File: config.mk
export PLATFORM = sky130hd
export DESIGN_NAME = uoed_top
export DESIGN_NICKNAME = d
export VERILOG_FILES = /design/src/uoed_pkg.sv /design/src/uoed_strm_if.sv /design/src/uoed_bufwr.sv /design/src/uoed_fifo.sv /design/src/uoed_top.sv
export SDC_FILE = /design/constraint.sdc
export NUM_CORES = 1
export LEC_CHECK = 0
export ABC_AREA = 1
export BUFFER_PORTS_ARGS = -buffer_cell sky130_fd_sc_hd__buf_2
export CELL_PAD_IN_SITES_DETAIL_PLACEMENT = 0
export CELL_PAD_IN_SITES_GLOBAL_PLACEMENT = 1
export CORE_ASPECT_RATIO = 0.7
export CORE_MARGIN = 4
export CORE_UTILIZATION = 35
export DETAILED_ROUTE_END_ITERATION = 10
export PLACE_DENSITY = 0.76
export SKIP_CTS_REPAIR_TIMING = 1
export SLEW_MARGIN = 30
export SYNTH_ARGS = -nofsm -noshare
export SYNTH_HDL_FRONTEND = slang
export SYNTH_SLANG_ARGS = --single-unit
File: constraint.sdc
create_clock -name MCLK -period 8.7 [get_ports MCLK]
set_clock_uncertainty 0.05 [all_clocks]
set_input_delay 1.305 -clock MCLK [delete_from_list [all_inputs] [get_ports MCLK]]
set_output_delay 1.305 -clock MCLK [all_outputs]
set_load 0.01 [all_outputs]
File: src/uoed_pkg.sv
// Package: descriptor map, field layout, reset values and state codes
package uoed_pkg;
   localparam int          EP_COUNT    = 3;
   localparam int          REC_BYTES   = 8;
   localparam logic [15:0] REC_BASE    = 16'hff08;
   localparam logic [15:0] REC_LAST    = 16'hff1f;
   localparam logic [2:0]  OFS_CFG     = 3'h0;
   localparam logic [2:0]  OFS_XBASE   = 3'h1;
   localparam logic [2:0]  OFS_XCNT    = 3'h2;
   localparam logic [2:0]  OFS_SPARE_A = 3'h3;
   localparam logic [2:0]  OFS_SPARE_B = 3'h4;
   localparam logic [2:0]  OFS_YBASE   = 3'h5;
   localparam logic [2:0]  OFS_YCNT    = 3'h6;
   localparam logic [2:0]  OFS_SIZE    = 3'h7;
   localparam int          BIT_BM_EN   = 7;
   localparam int          BIT_ISO     = 6;
   localparam int          BIT_TOGGLE  = 5;
   localparam int          BIT_DOUBLE_BUFFER_ENABLE    = 4;
   localparam int          BIT_STALL   = 3;
   localparam int          BIT_IRQ_EN  = 2;
   localparam int          BIT_NAK     = 7;
   localparam logic [7:0]  MASK_CFG    = 8'hfc;
   localparam logic [7:0]  MASK_SPARE  = 8'h00;
   localparam logic [7:0]  MASK_SIZE   = 8'h7f;
   localparam logic [7:0]  MASK_FULL   = 8'hff;
   localparam logic [7:0]  REC_RESET   = 8'h00;
   localparam logic [7:0]  MAX_COUNT   = 8'h40;
   localparam int          FIFO_WIDTH  = 8;
   localparam int          FIFO_DEPTH  = 8;
   localparam logic [1:0]  HS_ACK      = 2'h0;
   localparam logic [1:0]  HS_NAK      = 2'h1;
   localparam logic [1:0]  HS_STALL    = 2'h2;
   typedef enum logic [2:0] {
      ST_IDLE  = 3'b001,
      ST_RECV  = 3'b010,
      ST_DRAIN = 3'b100
   } uoed_state_t;
endpackage : uoed_pkg

File: src/uoed_strm_if.sv
// Interface: byte stream between the receive FIFO and the buffer writer
`timescale 1ns/1ps
`default_nettype none
interface uoed_strm_if #(parameter int W = 8);
   logic         valid;
   logic         ready;
   logic [W-1:0] data;
   modport src (output valid, output data, input ready);
   modport snk (input valid, input data, output ready);
endinterface : uoed_strm_if
`default_nettype wire

File: src/uoed_bufwr.sv
// Module: writes received bytes into buffer RAM from the chosen base
`timescale 1ns/1ps
`default_nettype none
module uoed_bufwr (
   input  wire logic        clk,
   input  wire logic        rst,
   input  wire logic        start,
   input  wire logic [7:0]  base,
   input  wire logic        mem_ready,
   uoed_strm_if.snk         in,
   output logic             mem_we,
   output logic [10:0]      mem_addr,
   output logic [7:0]       mem_data,
   output logic             busy
);
   logic [7:0]  base_q, base_d;
   logic [6:0]  ofs_q, ofs_d;
   logic        we_q, we_d;
   logic [10:0] addr_q, addr_d;
   logic [7:0]  data_q, data_d;
   logic        take;

   assign in.ready = !we_q || mem_ready;
   assign take     = in.valid && in.ready;
   assign mem_we   = we_q;
   assign mem_addr = addr_q;
   assign mem_data = data_q;
   assign busy     = we_q;

   always_comb begin
      base_d = base_q;
      ofs_d  = ofs_q;
      we_d   = we_q && !mem_ready;
      addr_d = addr_q;
      data_d = data_q;
      if (start) begin
         base_d = base;
         ofs_d  = '0;
      end
      if (take) begin
         we_d   = 1'b1;
         addr_d = {base_q, 3'b000} + 11'(ofs_q);
         data_d = in.data;
         ofs_d  = 7'(ofs_q + 1'b1);
      end
   end

   always_ff @(posedge clk) begin
      if (rst) begin
         base_q <= '0;
         ofs_q  <= '0;
         we_q   <= 1'b0;
         addr_q <= '0;
         data_q <= '0;
      end else begin
         base_q <= base_d;
         ofs_q  <= ofs_d;
         we_q   <= we_d;
         addr_q <= addr_d;
         data_q <= data_d;
      end
   end

   property p_first_addr;
      @(posedge clk) disable iff (rst)
      take && ofs_q == 7'h00 && !start |=> mem_we && mem_addr == {$past(base_q), 3'b000};
   endproperty
   a_first_addr: assert property (p_first_addr)
      else $error("first byte not written at the base address");
   property p_hold_write;
      @(posedge clk) disable iff (rst)
      mem_we && !mem_ready |=> mem_we && $stable(mem_addr) && $stable(mem_data);
   endproperty
   a_hold_write: assert property (p_hold_write)
      else $error("stalled write changed");
endmodule : uoed_bufwr
`default_nettype wire

File: src/uoed_fifo.sv
// Module: parameterised FIFO, plain fill side, stream drain side
`timescale 1ns/1ps
`default_nettype none
module uoed_fifo #(
   parameter int W = 8,
   parameter int D = 8
) (
   input  wire logic         clk,
   input  wire logic         rst,
   input  wire logic         in_valid,
   input  wire logic [W-1:0] in_data,
   output logic              in_ready,
   uoed_strm_if.src          out
);
   localparam int AW = $clog2(D);
   logic [W-1:0]  mem_q [D];
   logic [W-1:0]  mem_d [D];
   logic [AW-1:0] wp_q, wp_d, rp_q, rp_d;
   logic [AW:0]   cnt_q, cnt_d;
   logic          push, pop;

   assign in_ready  = (cnt_q != (AW+1)'(D));
   assign out.valid = (cnt_q != '0);
   assign out.data  = mem_q[rp_q];
   assign push      = in_valid && in_ready;
   assign pop       = out.valid && out.ready;

   always_comb begin
      mem_d = mem_q;
      wp_d  = wp_q;
      rp_d  = rp_q;
      cnt_d = cnt_q;
      if (push) begin
         mem_d[wp_q] = in_data;
         wp_d        = (wp_q == AW'(D-1)) ? '0 : AW'(wp_q + 1'b1);
      end
      if (pop) begin
         rp_d = (rp_q == AW'(D-1)) ? '0 : AW'(rp_q + 1'b1);
      end
      if (push && !pop) begin
         cnt_d = (AW+1)'(cnt_q + 1'b1);
      end else if (pop && !push) begin
         cnt_d = (AW+1)'(cnt_q - 1'b1);
      end
   end

   always_ff @(posedge clk) begin
      mem_q <= mem_d;
      if (rst) begin
         wp_q  <= '0;
         rp_q  <= '0;
         cnt_q <= '0;
      end else begin
         wp_q  <= wp_d;
         rp_q  <= rp_d;
         cnt_q <= cnt_d;
      end
   end

   property p_no_overrun;
      @(posedge clk) disable iff (rst)
      cnt_q == (AW+1)'(D) |=> cnt_q <= (AW+1)'(D);
   endproperty
   a_no_overrun: assert property (p_no_overrun)
      else $error("fifo count passed its depth");
   c_fifo_full: cover property (@(posedge clk) disable iff (rst) !in_ready);
endmodule : uoed_fifo
`default_nettype wire

File: src/uoed_top.sv
// Module: output endpoint 1-3 descriptor records and OUT transaction control
`timescale 1ns/1ps
`default_nettype none
module uoed_top (
   input  wire logic        MCLK,
   input  wire logic        RST,
   input  wire logic [15:0] ADDR,
   input  wire logic        WR,
   input  wire logic        RD,
   input  wire logic [7:0]  WDATA,
   output logic      [7:0]  RDATA,
   input  wire logic        TOK_VALID,
   input  wire logic [1:0]  TOK_EP,
   input  wire logic        RX_VALID,
   input  wire logic [7:0]  RX_DATA,
   output logic             RX_READY,
   input  wire logic        RX_END,
   input  wire logic        RX_CRC_OK,
   input  wire logic        RX_PID_DATA1,
   output logic             HS_VALID,
   output logic      [1:0]  HS_CODE,
   output logic             BUF_WE,
   output logic      [10:0] BUF_ADDR,
   output logic      [7:0]  BUF_WDATA,
   input  wire logic        BUF_READY,
   output logic             XFER_DONE,
   output logic      [1:0]  XFER_EP,
   output logic             XFER_IRQ
);
   logic [7:0]  rec_q [uoed_pkg::EP_COUNT][uoed_pkg::REC_BYTES];
   logic [7:0]  rec_d [uoed_pkg::EP_COUNT][uoed_pkg::REC_BYTES];
   logic [7:0]  rdata_q, rdata_d;
   uoed_pkg::uoed_state_t st_q, st_d;
   logic [1:0]  ep_q, ep_d;
   logic        accept_q, accept_d;
   logic        stall_q, stall_d;
   logic        sel_y_q, sel_y_d;
   logic [7:0]  cnt_q, cnt_d;
   logic [6:0]  limit_q, limit_d;
   logic        hs_v_q, hs_v_d;
   logic [1:0]  hs_c_q, hs_c_d;
   logic        done_q, done_d;
   logic        irq_q, irq_d;
   logic        done_now;
   logic [1:0]  tok_idx, cur_idx;
   logic        tok_ok;
   logic        push_ok, fifo_in_ready, fifo_push, wr_start, wr_busy;
   logic [7:0]  wr_base;
   logic        rx_take;

   uoed_strm_if #(.W(uoed_pkg::FIFO_WIDTH)) strm ();

   // Address decode, shared by read and write
   function automatic logic rec_hit(input logic [15:0] a);
      return a >= uoed_pkg::REC_BASE && a <= uoed_pkg::REC_LAST;
   endfunction : rec_hit

   function automatic logic [1:0] rec_ep(input logic [15:0] a);
      return 2'(a[4:3] - 2'h1);
   endfunction : rec_ep

   function automatic logic [7:0] rec_mask(input logic [2:0] ofs);
      case (ofs)
         uoed_pkg::OFS_CFG:     return uoed_pkg::MASK_CFG;
         uoed_pkg::OFS_SPARE_A: return uoed_pkg::MASK_SPARE;
         uoed_pkg::OFS_SPARE_B: return uoed_pkg::MASK_SPARE;
         uoed_pkg::OFS_SIZE:    return uoed_pkg::MASK_SIZE;
         default:               return uoed_pkg::MASK_FULL;
      endcase
   endfunction : rec_mask

   assign tok_idx  = 2'(TOK_EP - 2'h1);
   assign cur_idx  = 2'(ep_q - 2'h1);
   assign tok_ok   = TOK_VALID && |TOK_EP && st_q == uoed_pkg::ST_IDLE && !strm.valid && !wr_busy;
   assign push_ok  = accept_q && (cnt_q < {1'b0, limit_q});
   assign RX_READY = (st_q == uoed_pkg::ST_RECV) && push_ok ? fifo_in_ready : 1'b1;
   assign rx_take  = (st_q == uoed_pkg::ST_RECV) && RX_VALID && RX_READY;
   assign fifo_push = rx_take && push_ok;
   assign done_now = (st_q == uoed_pkg::ST_DRAIN) && !strm.valid && !wr_busy;

   always_comb begin
      logic [7:0] cfg;
      logic       sy;
      cfg      = rec_q[tok_idx][uoed_pkg::OFS_CFG];
      // Y only when double buffering is on
      sy       = cfg[uoed_pkg::BIT_DOUBLE_BUFFER_ENABLE] && cfg[uoed_pkg::BIT_TOGGLE];
      st_d     = st_q;
      ep_d     = ep_q;
      accept_d = accept_q;
      stall_d  = stall_q;
      sel_y_d  = sel_y_q;
      cnt_d    = cnt_q;
      limit_d  = limit_q;
      hs_v_d   = 1'b0;
      hs_c_d   = hs_c_q;
      wr_start = 1'b0;
      wr_base  = sy ? rec_q[tok_idx][uoed_pkg::OFS_YBASE] : rec_q[tok_idx][uoed_pkg::OFS_XBASE];
      case (st_q)
         uoed_pkg::ST_IDLE: begin
            if (tok_ok && cfg[uoed_pkg::BIT_BM_EN]) begin
               st_d     = uoed_pkg::ST_RECV;
               ep_d     = TOK_EP;
               sel_y_d  = sy;
               stall_d  = cfg[uoed_pkg::BIT_STALL];
               accept_d = !cfg[uoed_pkg::BIT_STALL] &&
                          !rec_q[tok_idx][sy ? uoed_pkg::OFS_YCNT : uoed_pkg::OFS_XCNT][uoed_pkg::BIT_NAK];
               cnt_d    = '0;
               limit_d  = rec_q[tok_idx][uoed_pkg::OFS_SIZE][6:0];
               // Base sampled as the start address
               wr_start = 1'b1;
            end
         end
         uoed_pkg::ST_RECV: begin
            if (rx_take && cnt_q != 8'hff) begin
               cnt_d = 8'(cnt_q + 1'b1);
            end
            if (RX_END) begin
               st_d = uoed_pkg::ST_IDLE;
               if (RX_CRC_OK) begin
                  if (stall_q) begin
                     hs_v_d = 1'b1;
                     hs_c_d = uoed_pkg::HS_STALL;
                  end else if (!accept_q) begin
                     hs_v_d = 1'b1;
                     hs_c_d = uoed_pkg::HS_NAK;
                  end else if (RX_PID_DATA1 != rec_q[cur_idx][uoed_pkg::OFS_CFG][uoed_pkg::BIT_TOGGLE]) begin
                     // Repeat packet: ACK again, keep state
                     hs_v_d = 1'b1;
                     hs_c_d = uoed_pkg::HS_ACK;
                  end else if (cnt_d <= {1'b0, limit_q}) begin
                     hs_v_d = 1'b1;
                     hs_c_d = uoed_pkg::HS_ACK;
                     st_d   = uoed_pkg::ST_DRAIN;
                  end
               end
            end
         end
         uoed_pkg::ST_DRAIN: begin
            if (done_now) begin
               st_d = uoed_pkg::ST_IDLE;
            end
         end
         default: st_d = uoed_pkg::ST_IDLE;
      endcase
   end

   // Software write first, hardware update after it, so the set wins
   always_comb begin
      logic [2:0] cofs;
      rec_d   = rec_q;
      rdata_d = rdata_q;
      done_d  = 1'b0;
      irq_d   = 1'b0;
      cofs    = sel_y_q ? uoed_pkg::OFS_YCNT : uoed_pkg::OFS_XCNT;
      if (RD && rec_hit(ADDR)) begin
         rdata_d = rec_q[rec_ep(ADDR)][ADDR[2:0]] & rec_mask(ADDR[2:0]);
      end else if (RD) begin
         rdata_d = 8'h00;
      end
      if (WR && rec_hit(ADDR)) begin
         rec_d[rec_ep(ADDR)][ADDR[2:0]] = WDATA & rec_mask(ADDR[2:0]);
      end
      if (done_now) begin
         rec_d[cur_idx][cofs] = {1'b1, cnt_q[6:0]};
         rec_d[cur_idx][uoed_pkg::OFS_CFG][uoed_pkg::BIT_TOGGLE] =
            !rec_q[cur_idx][uoed_pkg::OFS_CFG][uoed_pkg::BIT_TOGGLE];
         done_d = 1'b1;
         irq_d  = rec_q[cur_idx][uoed_pkg::OFS_CFG][uoed_pkg::BIT_IRQ_EN];
      end
   end

   always_ff @(posedge MCLK) begin
      if (RST) begin
         for (int e = 0; e < uoed_pkg::EP_COUNT; e++) begin
            for (int b = 0; b < uoed_pkg::REC_BYTES; b++) begin
               // Stall and all other bits start low
               rec_q[e][b] <= uoed_pkg::REC_RESET;
            end
         end
         rdata_q  <= '0;
         st_q     <= uoed_pkg::ST_IDLE;
         ep_q     <= '0;
         accept_q <= 1'b0;
         stall_q  <= 1'b0;
         sel_y_q  <= 1'b0;
         cnt_q    <= '0;
         limit_q  <= '0;
         hs_v_q   <= 1'b0;
         hs_c_q   <= uoed_pkg::HS_ACK;
         done_q   <= 1'b0;
         irq_q    <= 1'b0;
      end else begin
         rec_q    <= rec_d;
         rdata_q  <= rdata_d;
         st_q     <= st_d;
         ep_q     <= ep_d;
         accept_q <= accept_d;
         stall_q  <= stall_d;
         sel_y_q  <= sel_y_d;
         cnt_q    <= cnt_d;
         limit_q  <= limit_d;
         hs_v_q   <= hs_v_d;
         hs_c_q   <= hs_c_d;
         done_q   <= done_d;
         irq_q    <= irq_d;
      end
   end

   assign RDATA     = rdata_q;
   assign HS_VALID  = hs_v_q;
   assign HS_CODE   = hs_c_q;
   assign XFER_DONE = done_q;
   assign XFER_EP   = ep_q;
   assign XFER_IRQ  = irq_q;

   uoed_fifo #(.W(uoed_pkg::FIFO_WIDTH), .D(uoed_pkg::FIFO_DEPTH)) u_fifo (
      .clk      (MCLK),
      .rst      (RST),
      .in_valid (fifo_push),
      .in_data  (RX_DATA),
      .in_ready (fifo_in_ready),
      .out      (strm.src)
   );

   uoed_bufwr u_wr (
      .clk       (MCLK),
      .rst       (RST),
      .start     (wr_start),
      .base      (wr_base),
      .mem_ready (BUF_READY),
      .in        (strm.snk),
      .mem_we    (BUF_WE),
      .mem_addr  (BUF_ADDR),
      .mem_data  (BUF_WDATA),
      .busy      (wr_busy)
   );

   property p_disabled;
      @(posedge MCLK) disable iff (RST)
      tok_ok && !rec_q[tok_idx][uoed_pkg::OFS_CFG][uoed_pkg::BIT_BM_EN] |=> st_q == uoed_pkg::ST_IDLE;
   endproperty
   a_disabled: assert property (p_disabled)
      else $error("disabled endpoint was serviced");
   property p_stall;
      @(posedge MCLK) disable iff (RST)
      st_q == uoed_pkg::ST_RECV && RX_END && RX_CRC_OK && stall_q
      |=> HS_VALID && HS_CODE == uoed_pkg::HS_STALL;
   endproperty
   a_stall: assert property (p_stall)
      else $error("stall not answered with STALL");
   property p_nak;
      @(posedge MCLK) disable iff (RST)
      st_q == uoed_pkg::ST_RECV && RX_END && RX_CRC_OK && !stall_q && !accept_q
      |=> HS_VALID && HS_CODE == uoed_pkg::HS_NAK ##1 !HS_VALID;
   endproperty
   a_nak: assert property (p_nak)
      else $error("full buffer not answered with NAK");
   property p_toggle;
      @(posedge MCLK) disable iff (RST)
      done_now && !(WR && rec_hit(ADDR))
      |=> rec_q[cur_idx][uoed_pkg::OFS_CFG][uoed_pkg::BIT_TOGGLE]
          != $past(rec_q[cur_idx][uoed_pkg::OFS_CFG][uoed_pkg::BIT_TOGGLE]);
   endproperty
   a_toggle: assert property (p_toggle)
      else $error("toggle not flipped on completion");
   property p_flag;
      @(posedge MCLK) disable iff (RST)
      done_now |=> rec_q[cur_idx][sel_y_q ? uoed_pkg::OFS_YCNT : uoed_pkg::OFS_XCNT][uoed_pkg::BIT_NAK]
                   && XFER_DONE;
   endproperty
   a_flag: assert property (p_flag)
      else $error("valid flag not set on completion");
   property p_irq;
      @(posedge MCLK) disable iff (RST)
      XFER_IRQ |-> XFER_DONE && $past(rec_q[cur_idx][uoed_pkg::OFS_CFG][uoed_pkg::BIT_IRQ_EN]);
   endproperty
   a_irq: assert property (p_irq)
      else $error("interrupt without enable or completion");
   property p_base_kept;
      @(posedge MCLK) disable iff (RST)
      done_now && !WR |=> $stable(rec_q[cur_idx][uoed_pkg::OFS_XBASE])
                          && $stable(rec_q[cur_idx][uoed_pkg::OFS_YBASE]);
   endproperty
   a_base_kept: assert property (p_base_kept)
      else $error("base address changed by transfer");
   property p_single;
      @(posedge MCLK) disable iff (RST)
      tok_ok && !rec_q[tok_idx][uoed_pkg::OFS_CFG][uoed_pkg::BIT_DOUBLE_BUFFER_ENABLE] |=> !sel_y_q || st_q == uoed_pkg::ST_IDLE;
   endproperty
   a_single: assert property (p_single)
      else $error("Y buffer used without double buffering");
   property p_len;
      @(posedge MCLK) disable iff (RST)
      XFER_DONE |-> $past(cnt_q) <= uoed_pkg::MAX_COUNT;
   endproperty
   a_len: assert property (p_len)
      else $error("stored length above 64");

   c_stall: cover property (@(posedge MCLK) HS_VALID && HS_CODE == uoed_pkg::HS_STALL);
   c_nak:   cover property (@(posedge MCLK) HS_VALID && HS_CODE == uoed_pkg::HS_NAK);
   c_done:  cover property (@(posedge MCLK) XFER_DONE && XFER_IRQ);
   c_y:     cover property (@(posedge MCLK) done_now && sel_y_q);
endmodule : uoed_top
`default_nettype wire
==> impl_metrics.yaml <==
status:
  outcome: "finished clean"
clock_network:
  cts.htree.levels: 2
  clkSinkCount: 337
  root_buffer: "clkbuf_16"
  insertion_delay_ns: 0.55
  clockBufferDepth: 3
  numCtsBuffers: 37
  cts_tree: "done"
  clkSlewWorstSetupHoldPaths_ns: 0.06
yosys:
  syn-num-nets: 2260
  synth_edf_count: 64
  synth_flop_cell: "dfxtp_1"
  async_flop_share_pct: 0
  synth_cells: 2179
  ys_seq_area_share_pct: 45.4
  synthesis.area_um2: 16300
  syn-mean-instance-area_um2: 7.46
  ys_types: 47
  yosys_warnings: 0
  synth-seq-cells: 337
floorplanning:
  fp-row-count: 65
  die_w_um: 266
  fp.dieH_um: 188
  start_util_pct: 35.8
  core_um2: 45500
  dieArea_um2: 50000
  pin_count: 80
critical_path:
  crit_type: "in -> reg"
  arrival_ns: 5.30
  crit_required_ns: 9.05
  endpoint_kind: "register"
  start_kind: "input pin"
  r2r-start: "cnt_q[2]"
  cp_max_fo: 52
  startpoint: "TOK_EP[0]"
pwr:
  powerDensity_nw_per_um2: 213
  leakage_nw: 7.37
  ir_drop_v: 0.000108
  power_mw: 3.88
grt:
  grt_pass1_vias: 13900
  overflow: 0
  antenna_found_initial: 2
  grt_pass1_wl_um: 87700
  grt_max_degree: 120
  gr-usage-all-layers_pct: 22.6
place:
  placed_cells: 2743
  io_buffer_count: 79
  place_hpwl_um: 40600
  gp_congestion: 0.930
timing:
  max_freq_mhz: 202
  period_minus_slack_ns: 4.94
  setup_viol: 0
  setup_tns_ns: 0
  worstMarginPinSlew_ns: 0.970
  rsz0062_at_grt: "false"
  relSlewSlack_pct: 33.6
  maxSlewViolCount: 0
  finalHoldViolations: 0
  holdWs_ns: 0.417
  fin_crit_sh_pct: 56.8
drt:
  viasPerCell: 5.51
  via_count: 15500
  drtIter0Drc: 1744
  drt-pass1-iter-count: 6
  wl_um: 58700
  ant_nets: 0
  wl_per_cell_um: 20.9
  drc_errors: 0
final_layout:
  drive_above_1_share_pct: 9.24
  fill_cells: 4633
  diodes: 0
  syn2layout_area_growth_pct: 11.8
  multiInputGateArea_um2: 7630
  final_util_pct: 40.0
  seq_area_um2: 7390
  fin_nets: 2260
  stdcell_count: 2810
worst_hold_path:
  hold_start: "RDATA[1]"
  hp-class: "reg -> reg"
run:
  cap_violations: 0
cell type report:
| cell class | instances | share of cell area, % |
|---|---|---|
| clock inverter | 12 | 0.495 |
| timing repair buffer | 98 | 3.03 |
| tap | 603 | 4.15 |
| multi-input combinational | 1532 | 42.0 |
| inverter | 173 | 3.61 |
| sequential | 337 | 40.6 |
| clock buffer | 55 | 6.10 |
placed cells by master (no fill, tap or decap), types with 9 or more instances in the layout:
| master | netlist | layout |
|---|---|---|
| a31oi_1 | 14 | 14 |
| buf_4 | 5 | 18 |
| ha_1 | 35 | 35 |
| nand4_1 | 14 | 14 |
| inv_1 | 151 | 151 |
| nand2_1 | 412 | 410 |
| nor2_2 | 9 | 10 |
| o21ai_0 | 266 | 266 |
| nor2_1 | 235 | 233 |
| edfxtp_1 | 64 | 64 |
| xor2_1 | 11 | 11 |
| clkbuf_16 | 0 | 39 |
| o21ai_1 | 24 | 24 |
| o22ai_1 | 10 | 10 |
| dfxtp_1 | 273 | 272 |
| buf_2 | 29 | 78 |
| o211ai_1 | 29 | 29 |
| a21oi_1 | 244 | 244 |
| a22oi_1 | 9 | 9 |
| clkinv_2 | 1 | 9 |
| nor3_1 | 27 | 25 |
| nand2_2 | 7 | 9 |
| inv_2 | 15 | 15 |
| nand3_1 | 118 | 118 |
state kept, by name, indices dropped and copies added, names as in the netlist, 2 cells and up:
| signal | count |
|---|---|
| HS_CODE | 2 |
| RDATA | 8 |
| XFER_EP | 2 |
| cnt_q | 8 |
| limit_q | 7 |
| rec_q | 192 |
| st_q | 3 |
| u_fifo.cnt_q | 4 |
| u_fifo.mem_q | 64 |
| u_fifo.rp_q | 3 |
| u_fifo.wp_q | 3 |
| u_wr.base_q | 8 |
| u_wr.mem_addr | 11 |
| u_wr.mem_data | 8 |
| u_wr.ofs_q | 7 |
power by group:
group,internal [mW],switching (mW)
combinational,0.178,0.417
sequential,1.65,0.0526
clock,0.914,0.666
through the flow:
step,cell area (um2),setup WS [ns]
after floorplan,16300,5.27
after global placement,17000,3.42
after detailed placement,17000,3.22
after CTS,18200,3.80
after global routing,18200,3.36
final,18200,3.76
per-layer routing:
layer | GRT usage (%) | part of all wire, %
met1 | 35.6 | 48
met3 | 4.92 | 10
met2 | 31.3 | 40
met5 | 0 | 0.022
met4 | 4.65 | 1.8
critical path, cell delays in order:
cell	delay, ns
buf_2	0.62
inv_2	0.21
ha_1	0.58
nor2_2	0.71
inv_1	0.16
o21ai_1	0.22
nand2_1	0.23
inv_1	0.67
nor2_1	0.35
nand2_1	0.14
a21oi_1	0.08
Yosys cell counts, types with 3 or more instances:
master	n	area share, %
nand2_1	412	9.5
dfxtp_1	273	34
o21ai_0	266	8.2
a21oi_1	244	7.5
nor2_1	235	5.4
inv_1	151	3.5
nand3_1	118	3.6
clkbuf_1	88	2.0
edfxtp_1	64	12
ha_1	35	2.7
buf_2	29	0.89
o211ai_1	29	1.3
nor3_1	27	0.83
o21ai_1	24	0.74
inv_2	15	0.35
a31oi_1	14	0.54
nand4_1	14	0.54
xor2_1	11	0.59
o22ai_1	10	0.38
a22oi_1	9	0.42
nor2_2	9	0.35
a211oi_1	8	0.37
buf_6	8	0.55
mux2i_1	8	0.49
buf_1	7	0.16
nand2_2	7	0.27
o221ai_1	7	0.38
clkinv_1	6	0.14
o31ai_1	6	0.28
o32ai_1	6	0.32
buf_4	5	0.23
o2111ai_1	4	0.22
a221oi_1	3	0.16
a22o_1	3	0.16
and3_1	3	0.12
nor2_4	3	0.21
xnor2_1	3	0.16
cells by family after synthesis:
kind of cell,Yosys count,share of synthesized area [%]
simple gates,836,21.3
compound gates,637,21.2
flops,337,45.4
buf+inv,310,7.87
fa+ha+maj,37,2.94
xor+xnor,14,0.754
mux,8,0.493
final timing paths:
path	to	slack [ns]	depth (start not counted)
worst min-delay path	RDATA[1]	0.42	2
worst max register to register	u_fifo.cnt_q[3]	5.05	18
worst min register to register	RDATA[1]	0.42	2
worst max-delay path	cnt_q[3]	3.76	11
Power figures use the tool's default switching activity.
